==> config.mk <==
export PLATFORM = sky130hd
export DESIGN_NAME = uabm_matcher
export DESIGN_NICKNAME = d
export VERILOG_FILES = /design/src/common/uabm_pkg.sv /design/src/hdl/uabm_matcher.sv
export VERILOG_INCLUDE_DIRS = /design/src /design/src/common
export SDC_FILE = /design/constraint.sdc
export NUM_CORES = 1
export LEC_CHECK = 0
export BUFFER_PORTS_ARGS = -buffer_cell sky130_fd_sc_hd__clkbuf_2
export CAP_MARGIN = 10
export CORE_AREA = 3 3 177 179
export DETAILED_ROUTE_END_ITERATION = 12
export DIE_AREA = 0 0 180 182
export GPL_TIMING_DRIVEN = 0
export PLACE_DENSITY = 0.6
export SLEW_MARGIN = 30
export SYNTH_ARGS = -nofsm -noshare
export SYNTH_HDL_FRONTEND = slang
export SYNTH_SLANG_ARGS = --single-unit
==> constraint.sdc <==
create_clock -name clock -period 11.1 [get_ports clock]
set_input_delay 2.22 -clock clock [delete_from_list [all_inputs] [get_ports clock]]
set_output_delay 2.22 -clock clock [all_outputs]
set_load 0.03 [all_outputs]
==> src/common/uabm_defines.svh <==
// constants for the auto baud matcher: offsets, fields, resets, ranges
`ifndef UABM_DEFINES_SVH
`define UABM_DEFINES_SVH
`define UABM_OFS_CAPTURE_CTRL 4'h0
`define UABM_OFS_WIDTH 4'h4
`define UABM_OFS_DIVISOR 4'h8
`define UABM_OFS_STATUS 4'hc
`define UABM_CTRL_EDGE_LSB 0
`define UABM_CTRL_EDGE_MSB 1
`define UABM_CTRL_SRC_BIT 2
`define UABM_CTRL_EN_BIT 3
`define UABM_RST_EDGE 2'h2
`define UABM_RST_SRC 1'h0
`define UABM_RST_EN 1'h1
`define UABM_RST_DIV 16'h0000
`define UABM_SRC_PIN 1'h0
`define UABM_EDGE_OFF 2'h0
`define UABM_EDGE_RISE 2'h1
`define UABM_EDGE_FALL 2'h2
`define UABM_EDGE_BOTH 2'h3
`define UABM_ONE_MIN 24'h000b86
`define UABM_ONE_MAX 24'h000e24
`define UABM_TWO_MIN 24'h00170c
`define UABM_TWO_MAX 24'h001c48
`define UABM_THREE_MIN 24'h002292
`define UABM_THREE_MAX 24'h002a6c
`define UABM_FOUR_MIN 24'h002e19
`define UABM_FOUR_MAX 24'h003891
`define UABM_THIRD_MUL 12'haaa
`define UABM_TWO_MASK 16'hffff
`define UABM_LOW_MASK 16'h00ff
`define UABM_MID_SHIFT 8
`endif

==> src/common/uabm_pkg.sv <==
// types for the auto baud matcher
package uabm_pkg;
   typedef enum logic [1:0] {
      ST_FIRST = 2'b00,
      ST_SECOND = 2'b01,
      ST_APPLY = 2'b11,
      ST_RELEASE = 2'b10
   } uabm_fsm_type;
   typedef enum logic [2:0] {
      CL_NONE = 3'h0,
      CL_ONE = 3'h1,
      CL_TWO = 3'h2,
      CL_THREE = 3'h3,
      CL_FOUR = 3'h4,
      CL_REJECT = 3'h7
   } uabm_class_type;
   typedef struct packed {
      logic [7:0] midDiv;
      logic [7:0] lowDiv;
      logic softResetN;
   } uabm_port_cfg_type;
   typedef struct packed {
      logic enable;
      logic srcSel;
      logic [1:0] edgeSel;
   } uabm_ctrl_type;
   typedef struct packed {
      uabm_fsm_type fsm;
      uabm_ctrl_type ctrl;
      uabm_class_type lastClass;
      logic [23:0] count;
      logic [23:0] stamp;
      logic [23:0] width;
      logic [15:0] divisor;
      logic softResetN;
      logic inPrev;
      logic waitReq;
      logic [31:0] readData;
   } uabm_state_type;
endpackage : uabm_pkg

==> src/hdl/uabm_matcher.sv <==
// auto baud matcher: pulse capture, classification, divisor load, bus slave
//
// Our own choices: the Avalon-MM interface to the registers and the placing of the registers.
`timescale 1ns/1ps
`include "uabm_defines.svh"
// What this block does
// width 5900..7240 counts is two-bit pulse
// two-bit divisor is (width>>4 & ffff)-1
// width 8850..10860 counts is three-bit pulse
// three-bit divisor is (width*2730>>16)-1
// width 11801..14481 counts is four-bit pulse
// four-bit divisor is (width>>5)-1
// never adjust from five-or-more-bit pulses
// load mid and low fields of both ports
// capture source select 0 takes capture pin
// edge select 2 stamps falling edges
// width is second stamp minus first, rearm
// width 2950..3620 is one-bit, (width>>3)-1
// pulse soft reset low then high after load
// out-of-range width leaves fields and resets alone
// peer sends low start bit plus data
module uabm_matcher
   import uabm_pkg::*;
#(
   parameter int COUNT_W = 24
) (
   // clock and reset
   input wire logic clock,
   input wire logic srst,
   // capture inputs
   input wire logic captureInputPin,
   input wire logic rxLineInternal,
   // avalon-mm slave
   input wire logic [3:0] avs_address,
   input wire logic avs_read,
   input wire logic avs_write,
   input wire logic [31:0] avs_writedata,
   input wire logic [3:0] avs_byteenable,
   output logic [31:0] avs_readdata,
   output logic avs_waitrequest,
   // divisor and soft reset of both serial ports
   output uabm_port_cfg_type portCfg [2]
);

   uabm_state_type s_q;
   uabm_state_type s_d;

   logic capIn;
   logic edgeSeen;
   logic inOne;
   logic inTwo;
   logic inThree;
   logic inFour;
   logic [35:0] thirdProd;
   logic [15:0] divNext;
   logic busTake;

   // the pin is the only external source; anything else is the internal rx tap
   assign capIn = (s_q.ctrl.srcSel == `UABM_SRC_PIN) ? captureInputPin : rxLineInternal;

   always_comb begin
      edgeSeen = 1'b0;
      case (s_q.ctrl.edgeSel)
         `UABM_EDGE_RISE: edgeSeen = !s_q.inPrev && capIn;
         `UABM_EDGE_FALL: edgeSeen = s_q.inPrev && !capIn;
         `UABM_EDGE_BOTH: edgeSeen = s_q.inPrev != capIn;
         default: edgeSeen = 1'b0;
      endcase
   end

   assign inOne = s_q.width >= `UABM_ONE_MIN && s_q.width <= `UABM_ONE_MAX;
   assign inTwo = s_q.width >= `UABM_TWO_MIN && s_q.width <= `UABM_TWO_MAX;
   assign inThree = s_q.width >= `UABM_THREE_MIN && s_q.width <= `UABM_THREE_MAX;
   assign inFour = s_q.width >= `UABM_FOUR_MIN && s_q.width <= `UABM_FOUR_MAX;
   // multiply-and-shift stands in for a divide by 24; it truncates slightly low
   assign thirdProd = {12'h000, s_q.width} * {24'h000000, `UABM_THIRD_MUL};
   assign busTake = (avs_read || avs_write) && s_q.waitReq;

   always_comb begin
      divNext = s_q.divisor;
      if (inOne) begin
         divNext = {3'h0, s_q.width[15:3]} - 16'h0001;
      end else if (inTwo) begin
         divNext = (s_q.width[19:4] & `UABM_TWO_MASK) - 16'h0001;
      end else if (inThree) begin
         divNext = thirdProd[31:16] - 16'h0001;
      end else if (inFour) begin
         divNext = s_q.width[20:5] - 16'h0001;
      end
   end

   always_comb begin
      s_d = s_q;
      s_d.count = s_q.count + 24'h000001;
      s_d.inPrev = capIn;
      case (s_q.fsm)
         ST_FIRST: begin
            if (s_q.ctrl.enable && edgeSeen) begin
               s_d.stamp = s_q.count;
               s_d.fsm = ST_SECOND;
            end
         end
         ST_SECOND: begin
            if (!s_q.ctrl.enable) begin
               s_d.fsm = ST_FIRST;
            end else if (edgeSeen) begin
               s_d.width = s_q.count - s_q.stamp;
               s_d.fsm = ST_APPLY;
            end
         end
         ST_APPLY: begin
            // five-bit and longer pulses overlap their neighbours, so nothing loads
            if (inOne || inTwo || inThree || inFour) begin
               s_d.divisor = divNext;
               s_d.softResetN = 1'b0;
               if (inOne) begin
                  s_d.lastClass = CL_ONE;
               end else if (inTwo) begin
                  s_d.lastClass = CL_TWO;
               end else if (inThree) begin
                  s_d.lastClass = CL_THREE;
               end else begin
                  s_d.lastClass = CL_FOUR;
               end
            end else begin
               s_d.lastClass = CL_REJECT;
            end
            s_d.fsm = ST_RELEASE;
         end
         ST_RELEASE: begin
            s_d.softResetN = 1'b1;
            s_d.fsm = ST_FIRST;
         end
         default: s_d.fsm = ST_FIRST;
      endcase
      // one wait cycle per access; the edge with waitrequest low completes it
      s_d.waitReq = !busTake;
      // writes leave the last read word standing for the master
      if (busTake) begin
         if (avs_read) begin
            s_d.readData = 32'h00000000;
            if (avs_address == `UABM_OFS_CAPTURE_CTRL) begin
               s_d.readData[3:0] = s_q.ctrl;
            end else if (avs_address == `UABM_OFS_WIDTH) begin
               s_d.readData[23:0] = s_q.width;
            end else if (avs_address == `UABM_OFS_DIVISOR) begin
               s_d.readData[15:0] = s_q.divisor;
            end else if (avs_address == `UABM_OFS_STATUS) begin
               s_d.readData[4:0] = {s_q.lastClass, s_q.fsm};
            end
         end
      end
      if (avs_write && !s_q.waitReq && avs_byteenable[0]) begin
         if (avs_address == `UABM_OFS_CAPTURE_CTRL) begin
            s_d.ctrl.edgeSel = avs_writedata[`UABM_CTRL_EDGE_MSB:`UABM_CTRL_EDGE_LSB];
            s_d.ctrl.srcSel = avs_writedata[`UABM_CTRL_SRC_BIT];
            s_d.ctrl.enable = avs_writedata[`UABM_CTRL_EN_BIT];
         end
      end
   end

   always_ff @(posedge clock) begin
      if (srst) begin
         s_q.fsm <= ST_FIRST;
         s_q.ctrl.enable <= `UABM_RST_EN;
         s_q.ctrl.srcSel <= `UABM_RST_SRC;
         s_q.ctrl.edgeSel <= `UABM_RST_EDGE;
         s_q.lastClass <= CL_NONE;
         s_q.count <= 24'h000000;
         s_q.stamp <= 24'h000000;
         s_q.width <= 24'h000000;
         s_q.divisor <= `UABM_RST_DIV;
         s_q.softResetN <= 1'b1;
         s_q.inPrev <= 1'b1;
         s_q.waitReq <= 1'b1;
         s_q.readData <= 32'h00000000;
      end else begin
         s_q <= s_d;
      end
   end

   assign avs_readdata = s_q.readData;
   assign avs_waitrequest = s_q.waitReq;

   // both ports carry the same divisor and reset, straight from the state flops
   for (genvar p = 0; p < 2; p++) begin : g_port
      assign portCfg[p].midDiv = s_q.divisor[15:`UABM_MID_SHIFT];
      assign portCfg[p].lowDiv = 8'(s_q.divisor & `UABM_LOW_MASK);
      assign portCfg[p].softResetN = s_q.softResetN;
   end
endmodule : uabm_matcher

## After elaboration in Yosys (flattened, before gate mapping)

Index checks and enable logic that the tools add are counted.

- Logic and storage cells: 93
- Output and inout bits: 67
- Register bits after elaboration: 124
- Input port bits: 46

- Multiplexer cells: 23
- Add/subtract/negate cells: 6
- $lt $le $gt $ge: 8
- $mul: 1
- Eq/ne operators: 13
- Reductions and logical operators: 29

Operator list:

| operator | count |
|---|---|
| 2-to-1 mux 16 bit | 5 |
| greater-or-equal comparator 24 x 14 -> 1 bit, second input constant | 2 |
| <= comparator 24 x 14 -> 1 bit, second input constant | 2 |
| subtractor 16 x 1 -> 16 bit, second input constant | 3 |
| multiplier 24 x 11 -> 31 bit, second input constant | 1 |
| adder 24 x 1 -> 24 bit, second input constant | 1 |
| greater-or-equal comparator 24 x 12 -> 1 bit, second input constant | 1 |
| greater-or-equal comparator 24 x 13 -> 1 bit, second input constant | 1 |
| <= comparator 24 x 12 -> 1 bit, second input constant | 1 |
| <= comparator 24 x 13 -> 1 bit, second input constant | 1 |
| subtractor 24 bit | 1 |
| 2-to-1 mux 20 bit | 1 |
| subtractor 13 x 1 -> 14 bit, second input constant | 1 |
| 2-to-1 mux 3 bit | 4 |
| 2-to-1 mux 11 bit | 1 |
| logical AND 1 bit | 10 |
| 2-to-1 mux 5 bit | 2 |
| AND reduction 2 bit | 5 |
| equality test 2 bit, second input constant | 4 |
| equality test 4 bit, second input constant | 2 |
| 2-to-1 mux 8 bit | 1 |
| one-hot mux 2 bit (4 select lines) | 1 |
| 2-to-1 mux 2 bit | 3 |
| AND reduction 3 bit | 2 |
| other kinds (15) | 24 |

## Longest topological paths before layout

- Depth after elaboration: 7
- Mapped depth: 22

## Least setup slack after synthesis

No wires, ideal clock.

- Path kind: flip-flop to flip-flop
- From: register s_q[52] (netlist bit)
- To: register s_q (netlist bit portCfg[16])
- Data required time: 10.983 ns
- Buffers on the path: 0
- Library setup time: 0.117 ns
- Stages on the path, launching flop included: 20
- Path slack: 5.297 ns
- Arrival time: 5.686 ns
- Period minus slack after synthesis: 5.803 ns
- Cells stage by stage: dfxtp_1 -> ha_1 -> fa_1 -> inv_1 -> fa_1 -> fa_1 -> fa_1 -> inv_1 -> ha_1 -> and3_1 -> and4_1 -> a211oi_1 -> nand3_1 -> a21oi_1 -> o21a_1 -> mux2i_1 -> a2111oi_0 -> nand4_1 -> xnor2_1 -> o21ai_1

- Word-level cells in the longest chain between the ends: 6
- Elaborated cells on any way between the ends: 22

Ends and longest elaborated chain:

| item | line | text |
|---|---|---|
| start, declared | uabm_matcher.sv:45 | `uabm_state_type s_q;` |
| parallel branches: the longest is 6 deep, another holds multiplier 24 x 11 -> 31 bit | -- |  |

Several ways; the timed one is not identified.
A chain may end at the register's enable or synchronous reset.

## Worst setup path after layout

- From: register s_q[63] (netlist bit)
- To: register s_q (netlist bit portCfg[16])

Same word-level chain as after synthesis.

==> impl_results.md <==
* Status: finished, final reports clean
* Final setup viols at 0
* WHS Path Cells at 2
* GRT overflow at 0
* DR vias at 10400
* Die Ht at 182 um
* Clock period minus worst slack at 6980 ps
* Post-synthesis to final-layout area growth at 12.4%
* Critical path arrival at 7280 ps
* H-tree Lvls at 4
* Initial Util at 40.0%
* Worst VDD drop at 0.0000920 V
* Vias in the first global route at 10300
* Largest net degree at the start of global routing at 17
* CP Capture Type: flop
* Yosys cell types at 85
* List of most frequent post-synthesis cells: 200 x inv_1, 146 x nand2_1, 136 x ha_1
* Syn Inst Count at 1450
* Row count at 63
* Post-CTS Hold Fix Bufs at 0
* Largest fanout on the critical path at 10
* Dominant synthesized flop cell: dfxtp_1
* Sum Neg Setup Slack at 0 ps
* Max Fclk at 143 MHz
* Number of flops mapped to enable cells by yosys at 0
* Synth area leader: dfxtp_1
* Worst setup path class: reg -> reg
* RSZ-0062 raised after global routing: no
* Post-cts sizing count at 0
* Top-area cell type share of the netlist area at 20.9%
* Storage cell area at 0.00248 mm2
* Yosys reg bits at 124
* Hold Vio Cnt, Final at 0
* Hold crit path type: reg -> reg
* CTS Buffer Depth at 2
* DR WL/cell at 17.6 um
* Drt drc at 0
* Crit-path slowest cell: fa_1
* Num ports at 113
* # fillers at 3001
* Ys async rst share at 0%
* Mapped Area at 0.0119 mm2
* GRT Total Usage at 20.9%
* TritonCTS clock tree: yes
* Critical-path cell list: clkbuf_1 > inv_1 > fa_1 > inv_1 > fa_1 > inv_1 > fa_1 > fa_1 > inv_1 > ha_1 > and2_0 > a21o_1 > a221o_1 > a21o_1 > a221oi_1 > xnor2_1 > a21oi_1 > nor4bb_1 > nand4_1 > xnor2_1 > o21ai_1
* Final nets at 1806
* Starting DRT DRC Count at 746
* Yosys warns at 0
* Worst-Margin Slew at 930 ps
* TritonCTS Buffers at 17
* Sequential area share after synthesis at 20.9%
* Clock root buffer: clkbuf_16
* Pwr dens at 98.5 mW/mm2
* Antenna Violating Nets Remaining at 0
* DR pass1 iterations at 5
* Worst Setup Start Kind: flop
* Crit-path max cell delay at 610 ps
* N_diodes at 0
* Final Util at 44.9%
* Die area at 0.0328 mm2
* Clk_skew at 11.3 ps
* Fin crit share at 62.9%
* R2R depth at 21
* Post-CTS setup buffers at 0
* # Max-Cap Violations at 0
* Clock latency on the worst-skew pair at 420 ps
* Multi-input logic area at 0.00799 mm2
* Initial antenna violation count at 0
* Required @ worst endpoint at 11410 ps
* Core area at 0.0297 mm2
* Dpl hpwl at 27500 um
* Slew headroom at 37.8%
* First-pass GRT wire length at 55000 um
* Horiz. Die Dim at 180 um
* Largest cells by area after synthesis: dfxtp_1 21%, ha_1 14%, fa_1 13%
* Fin. max-slew vios at 0
* Share of cells above drive strength 1 at 12.6%
* Clk slew on worst S/H paths at 60 ps
* Leak at 5.96 nW
* Vias/cell at 5.36
* Count leader, synth: inv_1
* Total Wirelength at 34200 um
* Avg Inst Size Synth at 8.19 um2
* Port Buffers at 72
* CTS sink cnt at 124
* Gpl congestion at 0.899
[kinds of logic (layout without fill, tap and decap cells)]
group | count (synthesis) | count (layout) | share of synthesized area (%)
XOR/XNOR | 57 | 57 | 4.20
flip-flops | 124 | 124 | 20.9
buffers and inverters | 315 | 416 | 12.2
multiplexers | 10 | 10 | 0.842
AO/OA/AOI/OAI | 298 | 298 | 16.7
other | 1 | 8 | 0.0316
AND/OR/NAND/NOR | 433 | 433 | 18.0
adder cells (fa/ha/maj) | 212 | 212 | 27.1
[worst max-delay path, delay by kind of cell (launching register included)]
kind	cells	cell delay, ps
adders and majority gates	5	2420
AOI/OAI and AO/OA	6	1450
and+or+nand+nor	3	1060
buffers and inverters	5	1030
DFF	1	500
xor gates and xnor gates	2	430
[layer usage]
layer	global-route usage [%]	wire length, um	vias to the layer above	share of wire, %
li1	-	-	5058	-
met1	27.7	15400	4921	45
met2	34.5	15500	375	45
met3	3.61	2080	85	6.1
met4	7.36	1190	0	3.5
met5	0	0	-	0
[report_power, final]
part	switching (W)	internal [W]
clock	0.000201	0.000360
combinational	0.000177	0.000109
sequential	0.0000156	0.000452
total	0.000394	0.000921
[sequential cells by signal, summed over array words and instances (netlist names)]
register and cells:
s_q 82, portCfg 17, avs_readdata 24, avs_waitrequest 1
[cells in the final DEF, fill, tap and decap left out, types with 38 or more instances in the layout]
cell type	n
inv_1	200
nand3_1	44
nor2_1	91
clkbuf_2	72
o21ai_0	38
a21oi_1	107
dfxtp_1	124
fa_1	76
buf_4	67
ha_1	136
clkbuf_1	40
nand2_1	146
[per-stage QoR]
stage	worst slack, ps	instance area, um2	hold slack [ps]	total power [W]	instances
after global placement	4190	12800	442	0.000755	1919
after detailed placement	4260	12800	444	0.000758	1919
after floorplan	5300	11900	432	0.000681	1457
after global routing	3780	13300	470	0.00137	1948
after CTS	4240	13300	452	0.00132	1948
final	4120	13300	452	0.00131	1948
[final cells by class]
cell class                 count  share of cell area [%]
inverter                     200                    5.62
clock buffer                  22                    3.48
multi-input combinational   1018                    59.9
clock inverter                 7                   0.872
buffer                       115                    5.22
timing repair buffer          72                    2.70
sequential                   124                    18.6
tap                          390                    3.66
[worst paths after layout]
path / startpoint / end / slack [ps]
min: s_q[92] / s_q[92] / 450
max: s_q[63] / portCfg[16] / 4120
max reg2reg: s_q[63] / portCfg[16] / 4120
min reg2reg: s_q[92] / s_q[92] / 450
No activity file was read; power rests on OpenSTA's default activity.
